`src/rtl/ebr_defs.svh`:
```
// Constants for the external bus controller: field codes, timing counts and reset values.
// Assumes inclusion by bare name from every file that needs them.
`ifndef EBR_DEFS_SVH
`define EBR_DEFS_SVH

`define EBR_SIZE_BYTE      2'h0
`define EBR_SIZE_WORD      2'h1
`define EBR_SIZE_LONG      2'h2
`define EBR_PORT_8         2'h0
`define EBR_PORT_16        2'h1
`define EBR_PORT_32        2'h2
`define EBR_IDLE_CODE_FOUR 2'h3
`define EBR_IDLE_FOUR      3'h4
`define EBR_REL_NEG_CYCLES 2'h2
`define EBR_REFRESH_CYCLES 3'h4
`define EBR_GAP_MAX        3'h7
`define EBR_ADDR_RESET     32'h0000_0000

`endif

```
`src/rtl/ebr_pkg.sv`:
```
// Types shared by the external bus controller and its master arbiter.
// Assumes nothing of its surroundings.
`default_nettype none
package ebr_pkg;

  typedef enum logic [2:0] {
    EBR_M_NONE = 3'h0,
    EBR_M_CPU  = 3'h1,
    EBR_M_DMA0 = 3'h2,
    EBR_M_DMA1 = 3'h3,
    EBR_M_ETX  = 3'h4,
    EBR_M_ERX  = 3'h5,
    EBR_M_REF  = 3'h6
  } ebr_master_t;

  typedef enum logic [3:0] {
    EBR_S_IDLE     = 4'h0,
    EBR_S_GAP      = 4'h1,
    EBR_S_SETUP    = 4'h2,
    EBR_S_WAIT     = 4'h3,
    EBR_S_STROBE   = 4'h4,
    EBR_S_REFRESH  = 4'h5,
    EBR_S_REL_NEG  = 4'h6,
    EBR_S_RELEASED = 4'h7,
    EBR_S_TAKE     = 4'h8
  } ebr_state_t;

endpackage
`default_nettype wire

```
`src/rtl/ebr_arb.sv`:
```
// Picks the next internal master of the external bus.
// Assumes requests come from logic on the same clock and that take pulses once per start.
`timescale 1ns/10ps
`default_nettype none
module ebr_arb
  import ebr_pkg::*;
(
  input  wire logic        clk,
  input  wire logic        rst_b,
  input  wire logic        cpu_req,
  input  wire logic [1:0]  dma_req,
  input  wire logic        edma_tx_req,
  input  wire logic        edma_rx_req,
  input  wire logic        refresh_req,
  input  wire logic        refresh_enable,
  input  wire logic        dma_priority_mode_bit,
  input  wire logic        lock,
  input  wire ebr_master_t lock_owner,
  input  wire logic        take,
  output ebr_master_t      pick
);

  logic etx_last_ff;
  logic dma_last_ff;
  logic nxt_etx_last;
  logic nxt_dma_last;

  always_comb begin
    pick = EBR_M_NONE;
    if (lock) begin
      pick = lock_owner;
    end else if (refresh_req && refresh_enable) begin
      pick = EBR_M_REF;
    end else if (edma_tx_req && edma_rx_req) begin
      pick = etx_last_ff ? EBR_M_ERX : EBR_M_ETX;
    end else if (edma_tx_req) begin
      pick = EBR_M_ETX;
    end else if (edma_rx_req) begin
      pick = EBR_M_ERX;
    end else if (dma_req == 2'h3) begin
      pick = (dma_priority_mode_bit && !dma_last_ff) ? EBR_M_DMA1 : EBR_M_DMA0;
    end else if (dma_req[0]) begin
      pick = EBR_M_DMA0;
    end else if (dma_req[1]) begin
      pick = EBR_M_DMA1;
    end else if (cpu_req) begin
      pick = EBR_M_CPU;
    end
  end

  always_comb begin
    nxt_etx_last = etx_last_ff;
    nxt_dma_last = dma_last_ff;
    if (take) begin
      case (pick)
        EBR_M_ETX: begin
          nxt_etx_last = 1'b1;
        end
        EBR_M_ERX: begin
          nxt_etx_last = 1'b0;
        end
        EBR_M_DMA0: begin
          nxt_dma_last = 1'b0;
        end
        EBR_M_DMA1: begin
          nxt_dma_last = 1'b1;
        end
        default: begin
          nxt_etx_last = etx_last_ff;
        end
      endcase
    end
  end

  always_ff @(posedge clk or negedge rst_b) begin
    if (!rst_b) begin
      etx_last_ff <= 1'b0;
      dma_last_ff <= 1'b1;
    end else begin
      etx_last_ff <= nxt_etx_last;
      dma_last_ff <= nxt_dma_last;
    end
  end

endmodule
`default_nettype wire

```
`src/rtl/ebr_bsc.sv`:
```
// External bus state controller: access sequencing, burst ROM, idle insertion and release.
// Assumes the granted master holds its request and acc_* steady until xfer_done.
//
// Contract
// - Burst ROM enable selects nibble mode space 0.
// - Nibble follow-on changes only address, chip select held.
// - Follow-on nibble access skips address setup.
// - Nibble only eligible reads on four-address ROM.
// - At most two accesses per nibble sequence.
// - Block transfers do four longword accesses.
// - Wait pin sampled only when waits configured.
// - Zero waits: follow-on nibble takes two cycles.
// - Idle considered after read then other space/write.
// - No idle write-write or same-space read-read.
// - Two-bit idle count per space, 0/1/2/4.
// - Empty cycles already present reduce idle count.
// - Write after read gets at least one idle.
// - Read after write needs no idle.
// - Handover empty cycle replaces idle cycles.
// - Release at once only when no cycle running.
// - CPU, DMA, Ethernet DMA, refresh are masters.
// - Ethernet channels alternate, one per period.
// - DMA channels fixed or round robin.
// - Control negated before release, driven negated first.
// - No release inside bursts or test-and-set pair.
// - No arbitration between partial cycles of access.
// - Internal bus work continues while bus released.
// - Low request gets low grant; high resumes.
// - Bus request sampled on falling edge.
// - Refresh pending output while bus released.
`timescale 1ns/10ps
`default_nettype none
`include "ebr_defs.svh"
module ebr_bsc
  import ebr_pkg::*;
(
  input  wire logic        clk,
  input  wire logic        rst_b,
  input  wire logic        cpu_req,
  input  wire logic [1:0]  dma_req,
  input  wire logic        edma_tx_req,
  input  wire logic        edma_rx_req,
  input  wire logic        refresh_req,
  input  wire logic        refresh_enable,
  input  wire logic        dma_priority_mode_bit,
  input  wire logic [31:0] acc_addr,
  input  wire logic [2:0]  acc_space,
  input  wire logic        acc_write,
  input  wire logic [1:0]  acc_size,
  input  wire logic        acc_burst16,
  input  wire logic        acc_lock,
  input  wire logic        burst_rom_enable,
  input  wire logic        rom_four_addr,
  input  wire logic [9:0]  port_width_cfg,
  input  wire logic [9:0]  wait_cfg,
  input  wire logic [7:0]  wait_control_reg_1,
  input  wire logic [1:0]  wait_control_reg_2,
  input  wire logic        wait_b,
  input  wire logic        bus_release_request_b,
  output logic             grant_cpu,
  output logic [1:0]       grant_dma,
  output logic             grant_edma_tx,
  output logic             grant_edma_rx,
  output logic             grant_refresh,
  output logic             beat_done,
  output logic             xfer_done,
  output logic             ext_bus_busy,
  output logic [31:0]      addr_out,
  output logic             addr_oe_b,
  output logic [4:0]       cs_n,
  output logic             rd_n,
  output logic             wr_n,
  output logic             data_oe_b,
  output logic             ctrl_oe_b,
  output logic             refresh_strobe,
  output logic             bus_grant_output_b,
  output logic             refresh_pending_request
);

  ////////////////////////////////////////////////////////////////////////////
  // Pin synchronisers: first stage on the falling edge, change taken when
  // the second and third stages agree.

  logic [1:0] pin_raw;
  logic [1:0] pin_s1_ff;
  logic [1:0] pin_s2_ff;
  logic [1:0] pin_s3_ff;
  logic [1:0] pin_ff;
  logic       wait_low;
  logic       brq_low;

  assign pin_raw  = {bus_release_request_b, wait_b};
  assign wait_low = !pin_ff[0];
  assign brq_low  = !pin_ff[1];

  genvar gi;
  generate
    for (gi = 0; gi < 2; gi = gi + 1) begin : g_sync
      always_ff @(negedge clk or negedge rst_b) begin
        if (!rst_b) begin
          pin_s1_ff[gi] <= 1'b1;
        end else begin
          pin_s1_ff[gi] <= pin_raw[gi];
        end
      end
      always_ff @(posedge clk or negedge rst_b) begin
        if (!rst_b) begin
          pin_s2_ff[gi] <= 1'b1;
          pin_s3_ff[gi] <= 1'b1;
          pin_ff[gi]    <= 1'b1;
        end else begin
          pin_s2_ff[gi] <= pin_s1_ff[gi];
          pin_s3_ff[gi] <= pin_s2_ff[gi];
          pin_ff[gi]    <= (pin_s2_ff[gi] == pin_s3_ff[gi]) ? pin_s3_ff[gi] : pin_ff[gi];
        end
      end
    end
  endgenerate

  ////////////////////////////////////////////////////////////////////////////
  // Decoding helpers.

  function automatic logic [1:0] cfg_of(input logic [9:0] cfg, input logic [2:0] space);
    logic [2:0] s;
    s = (space > 3'h4) ? 3'h4 : space;
    return cfg[{s, 1'b0} +: 2];
  endfunction

  function automatic logic [4:0] beats_of(input logic [1:0] size, input logic [1:0] port,
                                          input logic b16);
    logic [4:0] parts;
    parts = 5'h01;
    if (size == `EBR_SIZE_LONG) begin
      parts = (port == `EBR_PORT_8) ? 5'h04 : (port == `EBR_PORT_16) ? 5'h02 : 5'h01;
    end else if (size == `EBR_SIZE_WORD && port == `EBR_PORT_8) begin
      parts = 5'h02;
    end
    return b16 ? {parts[2:0], 2'b00} : parts;
  endfunction

  ////////////////////////////////////////////////////////////////////////////
  // Master selection.

  ebr_master_t pick;
  ebr_master_t owner_ff;
  logic        lock_ff;
  logic        take;

  ebr_arb u_arb (
    .clk                   (clk),
    .rst_b                 (rst_b),
    .cpu_req               (cpu_req),
    .dma_req               (dma_req),
    .edma_tx_req           (edma_tx_req),
    .edma_rx_req           (edma_rx_req),
    .refresh_req           (refresh_req),
    .refresh_enable        (refresh_enable),
    .dma_priority_mode_bit (dma_priority_mode_bit),
    .lock                  (lock_ff),
    .lock_owner            (owner_ff),
    .take                  (take),
    .pick                  (pick)
  );

  ////////////////////////////////////////////////////////////////////////////
  // Access sequencer.

  ebr_state_t  st_ff;
  ebr_state_t  nxt_st;
  ebr_master_t nxt_owner;
  logic [31:0] addr_ff;
  logic [31:0] nxt_addr;
  logic [2:0]  space_ff;
  logic [2:0]  nxt_space;
  logic        write_ff;
  logic        nxt_write;
  logic [1:0]  port_ff;
  logic [1:0]  nxt_port;
  logic [1:0]  ws_ff;
  logic [1:0]  nxt_ws;
  logic        nib_ff;
  logic        nxt_nib;
  logic [4:0]  beat_ff;
  logic [4:0]  nxt_beat;
  logic [4:0]  beats_ff;
  logic [4:0]  nxt_beats;
  logic [2:0]  cnt_ff;
  logic [2:0]  nxt_cnt;
  logic [2:0]  gap_ff;
  logic [2:0]  nxt_gap;
  logic [2:0]  last_space_ff;
  logic [2:0]  nxt_last_space;
  logic        last_read_ff;
  logic        nxt_last_read;
  logic        handover_ff;
  logic        nxt_handover;
  logic        nxt_lock;
  logic        nxt_beat_done;
  logic        nxt_xfer_done;
  logic        beat_done_ff;
  logic        xfer_done_ff;
  logic [1:0]  new_port;
  logic [1:0]  idle_code;
  logic [2:0]  need;
  logic        new_nib;
  logic        wait_hold;

  assign new_port  = cfg_of(port_width_cfg, acc_space);
  assign idle_code = cfg_of({wait_control_reg_2, wait_control_reg_1}, last_space_ff);
  assign take      = (st_ff == EBR_S_IDLE) && (pick != EBR_M_NONE) && (pick != EBR_M_REF)
                     && !(brq_low && !lock_ff);
  assign wait_hold = (ws_ff != 2'h0) && wait_low;

  always_comb begin
    new_nib = burst_rom_enable && rom_four_addr && (acc_space == 3'h0) && !acc_write
              && (((new_port == `EBR_PORT_8) && (acc_size != `EBR_SIZE_BYTE))
                  || ((new_port == `EBR_PORT_16) && (acc_size == `EBR_SIZE_LONG)));
    need = (idle_code == `EBR_IDLE_CODE_FOUR) ? `EBR_IDLE_FOUR : {1'b0, idle_code};
    // Read then other space or write.
    if (!(last_read_ff && (acc_write || (acc_space != last_space_ff)))) begin
      need = 3'h0;
    end else if (acc_write && (need == 3'h0)) begin
      need = 3'h1;
    end
    need = (need > gap_ff) ? 3'(need - gap_ff) : 3'h0;
    if (handover_ff) begin
      need = 3'h0;
    end
  end

  always_comb begin
    nxt_st         = st_ff;
    nxt_owner      = owner_ff;
    nxt_addr       = addr_ff;
    nxt_space      = space_ff;
    nxt_write      = write_ff;
    nxt_port       = port_ff;
    nxt_ws         = ws_ff;
    nxt_nib        = nib_ff;
    nxt_beat       = beat_ff;
    nxt_beats      = beats_ff;
    nxt_cnt        = cnt_ff;
    nxt_gap        = gap_ff;
    nxt_last_space = last_space_ff;
    nxt_last_read  = last_read_ff;
    nxt_handover   = handover_ff;
    nxt_lock       = lock_ff;
    nxt_beat_done  = 1'b0;
    nxt_xfer_done  = 1'b0;
    case (st_ff)
      EBR_S_IDLE: begin
        if (pick == EBR_M_REF && !lock_ff) begin
          nxt_st       = EBR_S_REFRESH;
          nxt_owner    = EBR_M_REF;
          nxt_cnt      = 3'(`EBR_REFRESH_CYCLES - 3'h1);
          nxt_handover = 1'b0;
        end else if (brq_low && !lock_ff) begin
          nxt_st    = EBR_S_REL_NEG;
          nxt_owner = EBR_M_NONE;
          nxt_cnt   = {1'b0, `EBR_REL_NEG_CYCLES} - 3'h1;
        end else if (take) begin
          nxt_owner    = pick;
          nxt_addr     = acc_addr;
          nxt_space    = acc_space;
          nxt_write    = acc_write;
          nxt_port     = new_port;
          nxt_ws       = cfg_of(wait_cfg, acc_space);
          nxt_nib      = new_nib;
          nxt_beat     = 5'h00;
          nxt_beats    = beats_of(acc_size, new_port, acc_burst16);
          nxt_lock     = acc_lock && !acc_write;
          nxt_handover = 1'b0;
          nxt_gap      = 3'h0;
          nxt_cnt      = (need == 3'h0) ? 3'h0 : 3'(need - 3'h1);
          nxt_st       = (need == 3'h0) ? EBR_S_SETUP : EBR_S_GAP;
        end else if (gap_ff != `EBR_GAP_MAX) begin
          nxt_gap = 3'(gap_ff + 3'h1);
        end
      end
      // Idle insertion counts as a cycle.
      EBR_S_GAP: begin
        nxt_cnt = 3'(cnt_ff - 3'h1);
        if (cnt_ff == 3'h0) begin
          nxt_st = EBR_S_SETUP;
        end
      end
      EBR_S_SETUP: begin
        nxt_cnt = (ws_ff == 2'h0) ? 3'h0 : {1'b0, 2'(ws_ff - 2'h1)};
        nxt_st  = (ws_ff == 2'h0) ? EBR_S_STROBE : EBR_S_WAIT;
      end
      EBR_S_WAIT: begin
        if (cnt_ff != 3'h0) begin
          nxt_cnt = 3'(cnt_ff - 3'h1);
        end else if (!wait_hold) begin
          nxt_st = EBR_S_STROBE;
        end
      end
      EBR_S_STROBE: begin
        nxt_beat_done = 1'b1;
        nxt_beat      = 5'(beat_ff + 5'h01);
        nxt_addr      = addr_ff + ((port_ff == `EBR_PORT_8) ? 32'h0000_0001 :
                        (port_ff == `EBR_PORT_16) ? 32'h0000_0002 : 32'h0000_0004);
        if (nxt_beat == beats_ff) begin
          nxt_st         = EBR_S_IDLE;
          nxt_owner      = lock_ff ? owner_ff : EBR_M_NONE;
          nxt_xfer_done  = 1'b1;
          nxt_last_space = space_ff;
          nxt_last_read  = !write_ff;
          nxt_lock       = lock_ff && !write_ff;
        end else if (nib_ff && nxt_beat[0]) begin
          nxt_cnt = (ws_ff == 2'h0) ? 3'h0 : {1'b0, 2'(ws_ff - 2'h1)};
          nxt_st  = EBR_S_WAIT;
        end else begin
          nxt_st = EBR_S_SETUP;
        end
      end
      EBR_S_REFRESH: begin
        nxt_cnt = 3'(cnt_ff - 3'h1);
        if (cnt_ff == 3'h0) begin
          nxt_st        = EBR_S_IDLE;
          nxt_owner     = EBR_M_NONE;
          nxt_xfer_done = 1'b1;
          nxt_last_read = 1'b0;
        end
      end
      EBR_S_REL_NEG: begin
        nxt_cnt = 3'(cnt_ff - 3'h1);
        if (cnt_ff == 3'h0) begin
          nxt_st = EBR_S_RELEASED;
        end
      end
      EBR_S_RELEASED: begin
        if (!brq_low) begin
          nxt_st = EBR_S_TAKE;
        end
      end
      EBR_S_TAKE: begin
        nxt_st        = EBR_S_IDLE;
        nxt_handover  = 1'b1;
        nxt_gap       = 3'h0;
        nxt_last_read = 1'b0;
      end
      default: begin
        nxt_st = EBR_S_IDLE;
      end
    endcase
  end

  always_ff @(posedge clk or negedge rst_b) begin
    if (!rst_b) begin
      st_ff         <= EBR_S_IDLE;
      owner_ff      <= EBR_M_NONE;
      addr_ff       <= `EBR_ADDR_RESET;
      space_ff      <= 3'h0;
      write_ff      <= 1'b0;
      port_ff       <= `EBR_PORT_8;
      ws_ff         <= 2'h0;
      nib_ff        <= 1'b0;
      beat_ff       <= 5'h00;
      beats_ff      <= 5'h01;
      cnt_ff        <= 3'h0;
      gap_ff        <= 3'h0;
      last_space_ff <= 3'h0;
      last_read_ff  <= 1'b0;
      handover_ff   <= 1'b0;
      lock_ff       <= 1'b0;
      beat_done_ff  <= 1'b0;
      xfer_done_ff  <= 1'b0;
    end else begin
      st_ff         <= nxt_st;
      owner_ff      <= nxt_owner;
      addr_ff       <= nxt_addr;
      space_ff      <= nxt_space;
      write_ff      <= nxt_write;
      port_ff       <= nxt_port;
      ws_ff         <= nxt_ws;
      nib_ff        <= nxt_nib;
      beat_ff       <= nxt_beat;
      beats_ff      <= nxt_beats;
      cnt_ff        <= nxt_cnt;
      gap_ff        <= nxt_gap;
      last_space_ff <= nxt_last_space;
      last_read_ff  <= nxt_last_read;
      handover_ff   <= nxt_handover;
      lock_ff       <= nxt_lock;
      beat_done_ff  <= nxt_beat_done;
      xfer_done_ff  <= nxt_xfer_done;
    end
  end

  ////////////////////////////////////////////////////////////////////////////
  // Pin and status outputs, decoded from registered state; refresh_pending_request is also gated by refresh_req and refresh_enable.

  logic in_access;
  logic strobing;

  assign in_access = (st_ff == EBR_S_SETUP) || (st_ff == EBR_S_WAIT) || (st_ff == EBR_S_STROBE);
  assign strobing  = (st_ff == EBR_S_WAIT) || (st_ff == EBR_S_STROBE);

  assign addr_out  = addr_ff;
  assign cs_n      = in_access ? ~(5'h01 << space_ff) : 5'h1f;
  // Write data off before read strobe.
  assign rd_n      = !(strobing && !write_ff);
  assign wr_n      = !(strobing && write_ff);
  assign data_oe_b = !(strobing && write_ff);
  assign addr_oe_b = (st_ff == EBR_S_REL_NEG) || (st_ff == EBR_S_RELEASED);
  assign ctrl_oe_b = (st_ff == EBR_S_RELEASED);
  assign bus_grant_output_b = (st_ff != EBR_S_RELEASED);
  assign refresh_pending_request = (st_ff == EBR_S_RELEASED) && refresh_req && refresh_enable;
  assign refresh_strobe = (st_ff == EBR_S_REFRESH);
  assign ext_bus_busy   = (st_ff != EBR_S_IDLE);
  assign beat_done      = beat_done_ff;
  assign xfer_done      = xfer_done_ff;
  assign grant_cpu      = (owner_ff == EBR_M_CPU);
  assign grant_dma      = {owner_ff == EBR_M_DMA1, owner_ff == EBR_M_DMA0};
  assign grant_edma_tx  = (owner_ff == EBR_M_ETX);
  assign grant_edma_rx  = (owner_ff == EBR_M_ERX);
  assign grant_refresh  = (owner_ff == EBR_M_REF);

endmodule
`default_nettype wire

```
`config.mk`:
```
export PLATFORM = sky130hd
export DESIGN_NAME = ebr_bsc
export DESIGN_NICKNAME = d
export VERILOG_FILES = /design/src/rtl/ebr_pkg.sv /design/src/rtl/ebr_arb.sv /design/src/rtl/ebr_bsc.sv
export VERILOG_INCLUDE_DIRS = /design/src /design/src/rtl
export SDC_FILE = /design/constraint.sdc
export NUM_CORES = 1
export LEC_CHECK = 0
export BUFFER_PORTS_ARGS = -buffer_cell sky130_fd_sc_hd__buf_2
export CAP_MARGIN = 0
export CORE_ASPECT_RATIO = 1.2
export CORE_UTILIZATION = 55
export CTS_BUF_LIST = sky130_fd_sc_hd__clkbuf_8
export CTS_CLUSTER_DIAMETER = 60
export DETAILED_ROUTE_END_ITERATION = 8
export GPL_TIMING_DRIVEN = 0
export MAX_ROUTING_LAYER = met4
export PLACE_DENSITY = 0.82
export SLEW_MARGIN = 20
export SYNTH_ARGS = -nofsm -noshare
export SYNTH_HDL_FRONTEND = slang
export SYNTH_HIERARCHICAL = 1
export SYNTH_SLANG_ARGS = --single-unit
```
`constraint.sdc`:
```
create_clock -name clk -period 8.6 [get_ports clk]
set_input_delay 1.29 -clock clk [delete_from_list [all_inputs] [get_ports clk]]
set_output_delay 1.29 -clock clk [all_outputs]
set_load 0.005 [all_outputs]
```
Yosys cells after proc, flatten, opt, wreduce, memory -nomap -nowiden
Cells that the tools add are included. W data, S select, Z words.

Bits in registers: 82. Input port bits: 84. Output and inout port bits: 54. Logic and storage cells: 255.

$add $sub $neg: 7. $lt $le $gt $ge: 3. Eq/ne operators: 50. Shift operators: 4. Mux-type cells: 87. Bitwise logic cells: 3. Reductions and logical operators: 73.

Operator list (count): $mux W3 (37); $mux W32 (3); $pmux W32 S2 (1); $mux W4 (9); $add A32 B3 Y32 (1); $pmux W4 S8 (1); $shiftx A10 B5 Y2 (3); $logic_and A1 B1 Y1 (25); $mux W5 (5); $ne A2 B2 Y1 const B (12); $eq A3 B3 Y1 const B (6); $eq A4 B3 Y1 const B (4); $mux W1 (16); $pmux W3 S5 (1); $reduce_and A5 Y1 (3); $eq A3 B2 Y1 const B (4); $logic_not A3 Y1 (4); $reduce_and A4 Y1 (3); $reduce_bool A2 Y1 (6); $reduce_bool A3 Y1 (4); $mux W2 (5); $pmux W1 S2 (5); $pmux W5 S2 (1); $logic_not A1 Y1 (9); other kinds (36) (59).

Depth between registers and ports, before layout
Gate-level depths: netlist of run 1.

Word-level depth: 18. Gate-level depth with buffers: 19. Mapped depth without buffers: 18.

Hierarchy
The synthesis of run 1 kept the hierarchy.

Modules (own cells, without submodules): ebr_bsc (times used 1, cells an instance 588, area an instance 5133.7 um^2, sequential area each 2013.2 um^2); ebr_arb (times used 1, cells an instance 28, area an instance 226.5 um^2, sequential area each 51.3 um^2).

==> reports/summary.txt, run 1 <==
Clock Pin Slew Worst Setup and Hold Paths = 0.08 ns
post-CTS setup buffers = 0
highest-delay cell along the critical path = buf_4
#FFs+latches synth = 82
Distinct cells, synth = 79
Async S/R FF share, synth = 100%
CP bufs+invs = 2
Core ar. = 9520 um2
Post-CTS Resized = 0
WP data arrival = 1.98 ns
GPL Wtd Cong = 0.913
Synth Area per Inst = 8.70 um2
critical path launch point type = input pin
WP depth = 2
number of synthesized flops with an enable pin = 0
DRT Pass-1 Iters = 5
final net count = 863
Vias/cell = 6.06
first-pass GRT wire length = 23500 um
final worst slack = 2.83 ns
met1 wire length = 5700 um
Via Count = 5408
Die X = 92.1 um
Worst R2R Start = pin_s1_ff[1]
initial antenna violation count = 0
crit path launch = rst_b
leakage = 2.93 nW
worst min path class = register to register
Sink Count = 82
post-DP HPWL = 11000 um
synth warn = 6
top-area cell type share of the netlist area = 33.6%
Hold Path Cell Cnt = 0
R2R Path End = pin_s2_ff[1]
Routed met3 length = 892 um
Initial Utilization = 56.3%
max-slew violation count = 0
Area contributors post-synth = dfrtp_1 (34%), dfstp_2 (4.9%), nor2_1 (4.9%), nand2_1 (4.8%), a21oi_1 (3.7%)
slowest stage delay, CP = 0.36 ns
minimum setup slack among reg-to-reg paths = 3.71 ns
status = finished, final reports clean
# port buffers = 135
ant diodes = 0
crit-path max FO = 52
synthesized cell area = 5360 um2
Final ANT Viol Nets = 0
highest routed layer = met4
area leader, netlist = dfrtp_1
H-tree Lvls = 3
WP data required = 4.80 ns
# rows = 39
DRT Wirelength = 14600 um
global-route usage over all layers = 30.4%
share of layout cells above drive strength 1 = 26.4%
top_reg_cell synth = dfrtp_1
endpoints failing hold = 0
hold_sp = pin_s2_ff[0]
Hold EP = pin_s3_ff[0]
max_slew headroom = 37.9%
GRT Residual Overflow = 0
pin count of the biggest net entering global routing = 53
Clock Latency Late Sink = 0.39 ns
Starting DRT DRC Count = 254
die height = 110 um
I/O pin count = 138
CTS tree = done
hold_buf cts = 0
DR WL met2 = 7540 um
Num CTS Buffers = 9
vias in the first global route = 5131
setup TNS = 0 ns
DR WL/cell = 16.3 um
DR DRC count = 0
most common cell in the netlist = dfrtp_1
unrepaired setup endpoints after global routing = no
peak supply drop = 0.194 mV
Syn Nets = 715
area grow syn2layout = 19.3%
power per cell area = 330 nW/um2
Worst-Margin Slew = 0.930 ns
Clock Path Buffers = 2
register area share after synthesis = 38.5%
crit path capture type = async pin
Reg2Reg Depth = 0
Commonest cells post-synth = dfrtp_1 (72), nor2_1 (70), nand2_1 (69), a21oi_1 (40), o21ai_0 (33)
maxcap violations = 0
CP cell instances = buf_4 -> buf_16
post-synthesis cell count = 616
die area = 10100 um2
delay-heaviest family, CP = buffers and inverters
Root Driver = clkbuf_8
post-place setup slack = 2.39 ns
Setup CP Type = input pin to async pin
final setup vio count = 0
Worst Clk Skew = 0.0360 ns
==> registers in the layout (all words and copies together), names as in the netlist, 2 cells and up <==
signal,flops
beat_ff,5
last_space_ff,3
pin_s1_ff,2
gap_ff,3
ws_ff,2
st_ff,4
port_ff,2
cnt_ff,3
pin_s3_ff,2
pin_ff,2
beats_ff,5
pin_s2_ff,2
addr_out,32
owner_ff,3
space_ff,3
==> area by class of cell <==
cell class / count / area (um2)
buffer: 32 / 151
multi-input combinational: 473 / 3040
clock inverter: 9 / 52.6
sequential: 82 / 2060
tap: 123 / 154
fill: 821 / 3120
timing repair buffer: 136 / 706
inverter: 28 / 105
clock buffer: 9 / 124
==> routing by layer <==
metal	vias to the layer above	GRT usage (%)
met2	218	53.0
met1	2622	34.8
met3	34	4.32
met4	0	14.4
met5	-	-
li1	2534	-
==> power by group <==
group | internal, mW | total (mW) | switching (mW)
sequential | 0.544 | 0.705 | 0.161
combinational | 0.495 | 1.15 | 0.654
clock | 0.104 | 0.253 | 0.150
total | 1.14 | 2.11 | 0.964
==> worst max-delay path by stage <==
stage / to / slack (ns)
2_1_floorplan: pin_s1_ff[0] / 2.94
3_3_place_gp: pin_s1_ff[0] / 1.72
3_5_place_dp: pin_s1_ff[0] / 2.39
4_1_cts: pin_s1_ff[0] / 2.80
5_1_grt: pin_s1_ff[0] / 2.73
6_report: pin_s1_ff[0] / 2.83
==> kinds of logic after synthesis <==
kind of cell	synth area share [%]
and+or+nand+nor	23.5
AOI/OAI and AO/OA	22.5
DFF	38.5
adders and majority gates	4.16
xor gates and xnor gates	2.12
buffers and inverters	4.86
muxes	4.39
==> stage by stage <==
stage / power, mW / utilization (%) / std cells / area, um2 / hold slack, ns
final: 2.11 / 67.2 / 892 / 6390 / 0.368
after global routing: 2.28 / 67.2 / 892 / 6390 / 0.374
after CTS: 2.10 / 67.2 / 892 / 6390 / 0.371
after detailed placement: 1.84 / 65.4 / 875 / 6220 / 0.358
after global placement: 1.79 / 65.0 / 874 / 6190 / 0.358
after floorplan: 1.48 / - / 616 / 5360 / 0.355
==> cell usage in the layout, fill, tap and decap left out, drive strengths merged, types with 4 or more instances in the layout <==
master	Yosys	routed
buf	13	149
dfrtp	72	72
nor2	70	70
nand2	70	70
a21oi	42	42
o21ai	34	34
inv	29	30
clkbuf	19	28
nand2b	18	18
nand3	17	17
a211oi	16	16
ha	13	13
nor3	12	12
nor2b	11	11
o22ai	11	11
mux2i	10	10
dfstp	10	10
xor2	8	8
a21o	8	8
nand4	8	8
a31oi	7	7
a311oi	7	7
mux2	6	6
o221a	6	6
and2	6	6
xnor2	5	5
nor3b	5	5
nand3b	5	5
o211ai	5	5
and3	5	5
clkinvlp	0	5
and3b	4	4
a41oi	4	4
nor4	4	4
o31ai	4	4
Power figures use the tool's default switching activity.
==> inputs of run 2 (changes only) <==
- ABC_AREA: unset -> 1
- CORE_UTILIZATION: 55 -> 51
- PLACE_DENSITY: 0.82 -> 0.79
- clock period: 8.6 -> 4.65 ns (I/O delays scaled with it)
==> reports/summary.txt, run 2 <==
share of layout cells above drive strength 1 = 19.9% (was 26.4%)
number of synthesized flops with an enable pin = 0 (unchanged)
highest-delay cell along the critical path = fa_1 (was buf_4)
Initial Utilization = 53.1% (was 56.3%)
post-synthesis mux area share = 0% (was 4.39%)
grt peak-use layer = met2 (unchanged)
synth warn = 6 (unchanged)
Distinct cells, synth = 45 (was 79)
peak supply drop = 0.113 mV (was 0.194 mV)
GPL Wtd Cong = 0.966 (was 0.913)
largest family of logic cells by synthesized area = simple AND/OR/NAND/NOR gates (unchanged)
# rows = 42 (was 39)
CP cell instances = o21ai_0 -> nand2_1 -> o21ai_0 -> o211ai_1 -> o21ai_0 -> nand2_1 -> nand3_1 -> ha_1 -> inv_1 -> fa_1 -> inv_1 -> a211oi_1 -> inv_1 -> ha_1 -> o21ai_0 -> nand2_1 -> a31oi_1 -> nand2_1 -> nand2_1 -> nand2_1 (was buf_4 -> buf_16)
unrepaired setup endpoints after global routing = no (unchanged)
Num CTS Buffers = 9 (unchanged)
synthesized cell area = 5940 um2 (was 5360 um2)
endpoints failing hold = 0 (unchanged)
top_reg_cell synth = dfrtp_1 (unchanged)
DRT Wirelength = 17700 um (was 14600 um)
worst min path class = input pin to async pin (was register to register)
Core ar. = 11200 um2 (was 9520 um2)
GRT Residual Overflow = 0 (unchanged)
Via Count = 6432 (was 5408)
post-synthesis cell count = 893 (was 616)
Final ANT Viol Nets = 0 (unchanged)
fin crit share = 79.0%
crit-path max FO = 6 (was 52)
#FFs+latches synth = 82 (unchanged)
die height = 120 um (was 110 um)
Fillers = 1097 (was 821)
pin count of the biggest net entering global routing = 44 (was 53)
clock network power share = 42.2% (was 12.0%)
post-synthesis simple-gate area fraction = 35.1% (was 23.5%)
Sw Pwr = 0.348 mW (was 0.964 mW)
combinational share of power = 6.7% (was 54.5%)
maxcap violations = 0 (unchanged)
global-route usage over all layers = 31.4% (was 30.4%)
Clock Path Buffers = 2 (unchanged)
DRT Pass-1 Iters = 5 (unchanged)
most frequent cells in the layout = nand2_1 (235), buf_2 (144), inv_1 (139), nor2_1 (99), nand3_1 (82) (was buf_2 (141), dfrtp_1 (72), nor2_1 (70), nand2_1 (69), a21oi_1 (40))
crit path capture type = register (was async pin)
hold_ws = 0.292 ns (was 0.368 ns)
top-area cell type share of the netlist area = 30.3% (was 33.6%)
Synth Area in Adders = 3.75% (was 4.15%)
Root Driver = clkbuf_8 (unchanged)
Area contributors post-synth = dfrtp_1 (30%), nand2_1 (15%), inv_1 (8.7%), nand3_1 (6.9%), nor2_1 (6.3%) (was dfrtp_1 (34%), dfstp_2 (4.9%), nor2_1 (4.9%), nand2_1 (4.8%), a21oi_1 (3.7%))
final core utilization = 63.1% (was 67.2%)
met3 Use GR = 3.99% (was 4.32%)
final net count = 1142 (was 863)
status = finished, final reports clean (unchanged)
Sink Count = 82 (unchanged)
DR DRC count = 0 (unchanged)
Starting DRT DRC Count = 361 (was 254)
total area of sequential cells = 2060 um2 (unchanged)
# port buffers = 137 (was 135)
register area share after synthesis = 34.7% (was 38.5%)
Final Cell Area = 7060 um2 (was 6390 um2)
setup TNS = 0 ns (unchanged)
hold_buf cts = 0 (unchanged)
sequential group share of total power = 51.1% (was 33.4%)
most common cell after layout, fill and taps aside = nand2_1 (was buf_2)
fin crit period = 3.67 ns
area grow syn2layout = 18.9% (was 19.3%)
Vias/cell = 5.35 (was 6.06)
ant diodes = 0 (unchanged)
WP data required = 4.92 ns (was 4.80 ns)
area leader, netlist = dfrtp_1 (unchanged)
initial antenna violation count = 0 (unchanged)
die area = 12100 um2 (was 10100 um2)
critical path launch point type = register (was input pin)
Synth Area per Inst = 6.66 um2 (was 8.70 um2)
max reg flops = 32 (unchanged)
Clock Latency Late Sink = 0.40 ns (was 0.39 ns)
I/O pin count = 138 (unchanged)
power per cell area = 200 nW/um2 (was 330 nW/um2)
compound-gate portion of the synthesized area = 13.9% (was 22.5%)
Sw Share = 24.6% (was 45.8%)
slowest stage delay, CP = 0.50 ns (was 0.36 ns)
max-slew violation count = 0 (unchanged)
Clock Pin Slew Worst Setup and Hold Paths = 0.09 ns (was 0.08 ns)
internal power = 1.07 mW (was 1.14 mW)
leakage = 3.72 nW (was 2.93 nW)
first-pass GRT wire length = 28600 um (was 23500 um)
Commonest cells post-synth = nand2_1 (235), inv_1 (137), nor2_1 (99), nand3_1 (82), dfrtp_1 (72) (was dfrtp_1 (72), nor2_1 (70), nand2_1 (69), a21oi_1 (40), o21ai_0 (33))
post-CTS setup buffers = 0 (unchanged)
Async S/R FF share, synth = 100% (unchanged)
CTS tree = done (unchanged)
Worst Clk Skew = 0.0334 ns (was 0.0360 ns)
Setup CP Type = register to register (was input pin to async pin)
most common cell in the netlist = nand2_1 (was dfrtp_1)
Synth Area in XOR/XNOR = 0.884% (was 2.12%)
met1 usage = 36.8% (was 34.8%)
Syn Nets = 992 (was 715)
multi-input logic area = 3190 um2 (was 3040 um2)
Worst-Margin Slew = 0.616 ns (was 0.930 ns)
Post-CTS Resized = 0 (unchanged)
post-DP HPWL = 13700 um (was 11000 um)
WP data arrival = 3.94 ns (was 1.98 ns)
final setup vio count = 0 (unchanged)
met2 Usage GRT = 53.7% (was 53.0%)
vias in the first global route = 6075 (was 5131)
H-tree Lvls = 3 (unchanged)
max_slew headroom = 58.5% (was 37.9%)
Fmax = 272 MHz
CP dominant cell by count = nand2_1
Area after DPL = 6840 um2 (was 6220 um2)
Die X = 101 um (was 92.1 um)
total power = 1.41 mW (was 2.11 mW)
DR WL/cell = 14.7 um (was 16.3 um)
## run 2: routing by layer
layer	vias up	share of wire (%)
met2	275	48
li1	3181	-
met1	2929	41
met4	0	4.0
met5	-	0
met3	47	7.0
## run 2: worst paths after layout
| check | depth (start not counted) | from | slack, ns | endpoint |
|---|---|---|---|---|
| max | 20 | last_space_ff[0] | 0.98 | st_ff[1] |
| min | 1 | rst_b | 0.29 | addr_out[7] |
| max reg2reg | 20 | last_space_ff[0] | 0.98 | st_ff[1] |
| min reg2reg | 0 | pin_s2_ff[0] | 0.37 | pin_s3_ff[0] |
| max in group asynchronous | 1 | rst_b | 1.63 | pin_s1_ff[1] |
| min in group clk | 0 | pin_s2_ff[0] | 0.37 | pin_s3_ff[0] |
## run 2: worst max-delay path: cells and delay by family, from the launching register on
kind	cells	cell delay, ns
compound gates	7	1.44
fa+ha+maj	3	0.88
simple gates	7	0.58
flops	1	0.44
buf+inv	3	0.20
## run 2: kinds of logic (layout without fill, tap and decap cells)
logic type / after synthesis / count (layout)
compound gates: 144 / 144
xor+xnor: 6 / 6
fa+ha+maj: 17 / 17
buf+inv: 166 / 321
flops: 82 / 82
simple gates: 478 / 478
## run 2: cell type report
class,count,share of cell area [%]
multi-input cells,645,45.1
inverters,145,7.74
plain buffers,20,2.00
flip-flops and latches,82,29.2
repair buffers,138,10.0
clock inverters,9,1.42
well taps,154,2.73
clock buffers,9,1.75
## run 2: power by group through the flow
stage               clock network [mW]  registers, mW  logic [mW]
floorplan                      0.00404          0.736      0.0334
global placement               0.00404          0.737      0.0927
detailed placement             0.00404          0.737      0.0957
CTS                              0.603          0.723      0.0962
global route                     0.634          0.724       0.109
finish                           0.596          0.723      0.0954
## run 2: per-stage QoR
stage | setup WS, ns | instances
CTS | 0.971 | 1202
detailed placement | 0.883 | 1185
floorplan | 1.47 | 893
global route | 0.488 | 1202
finish | 0.976 | 1202
global placement | 0.290 | 1184
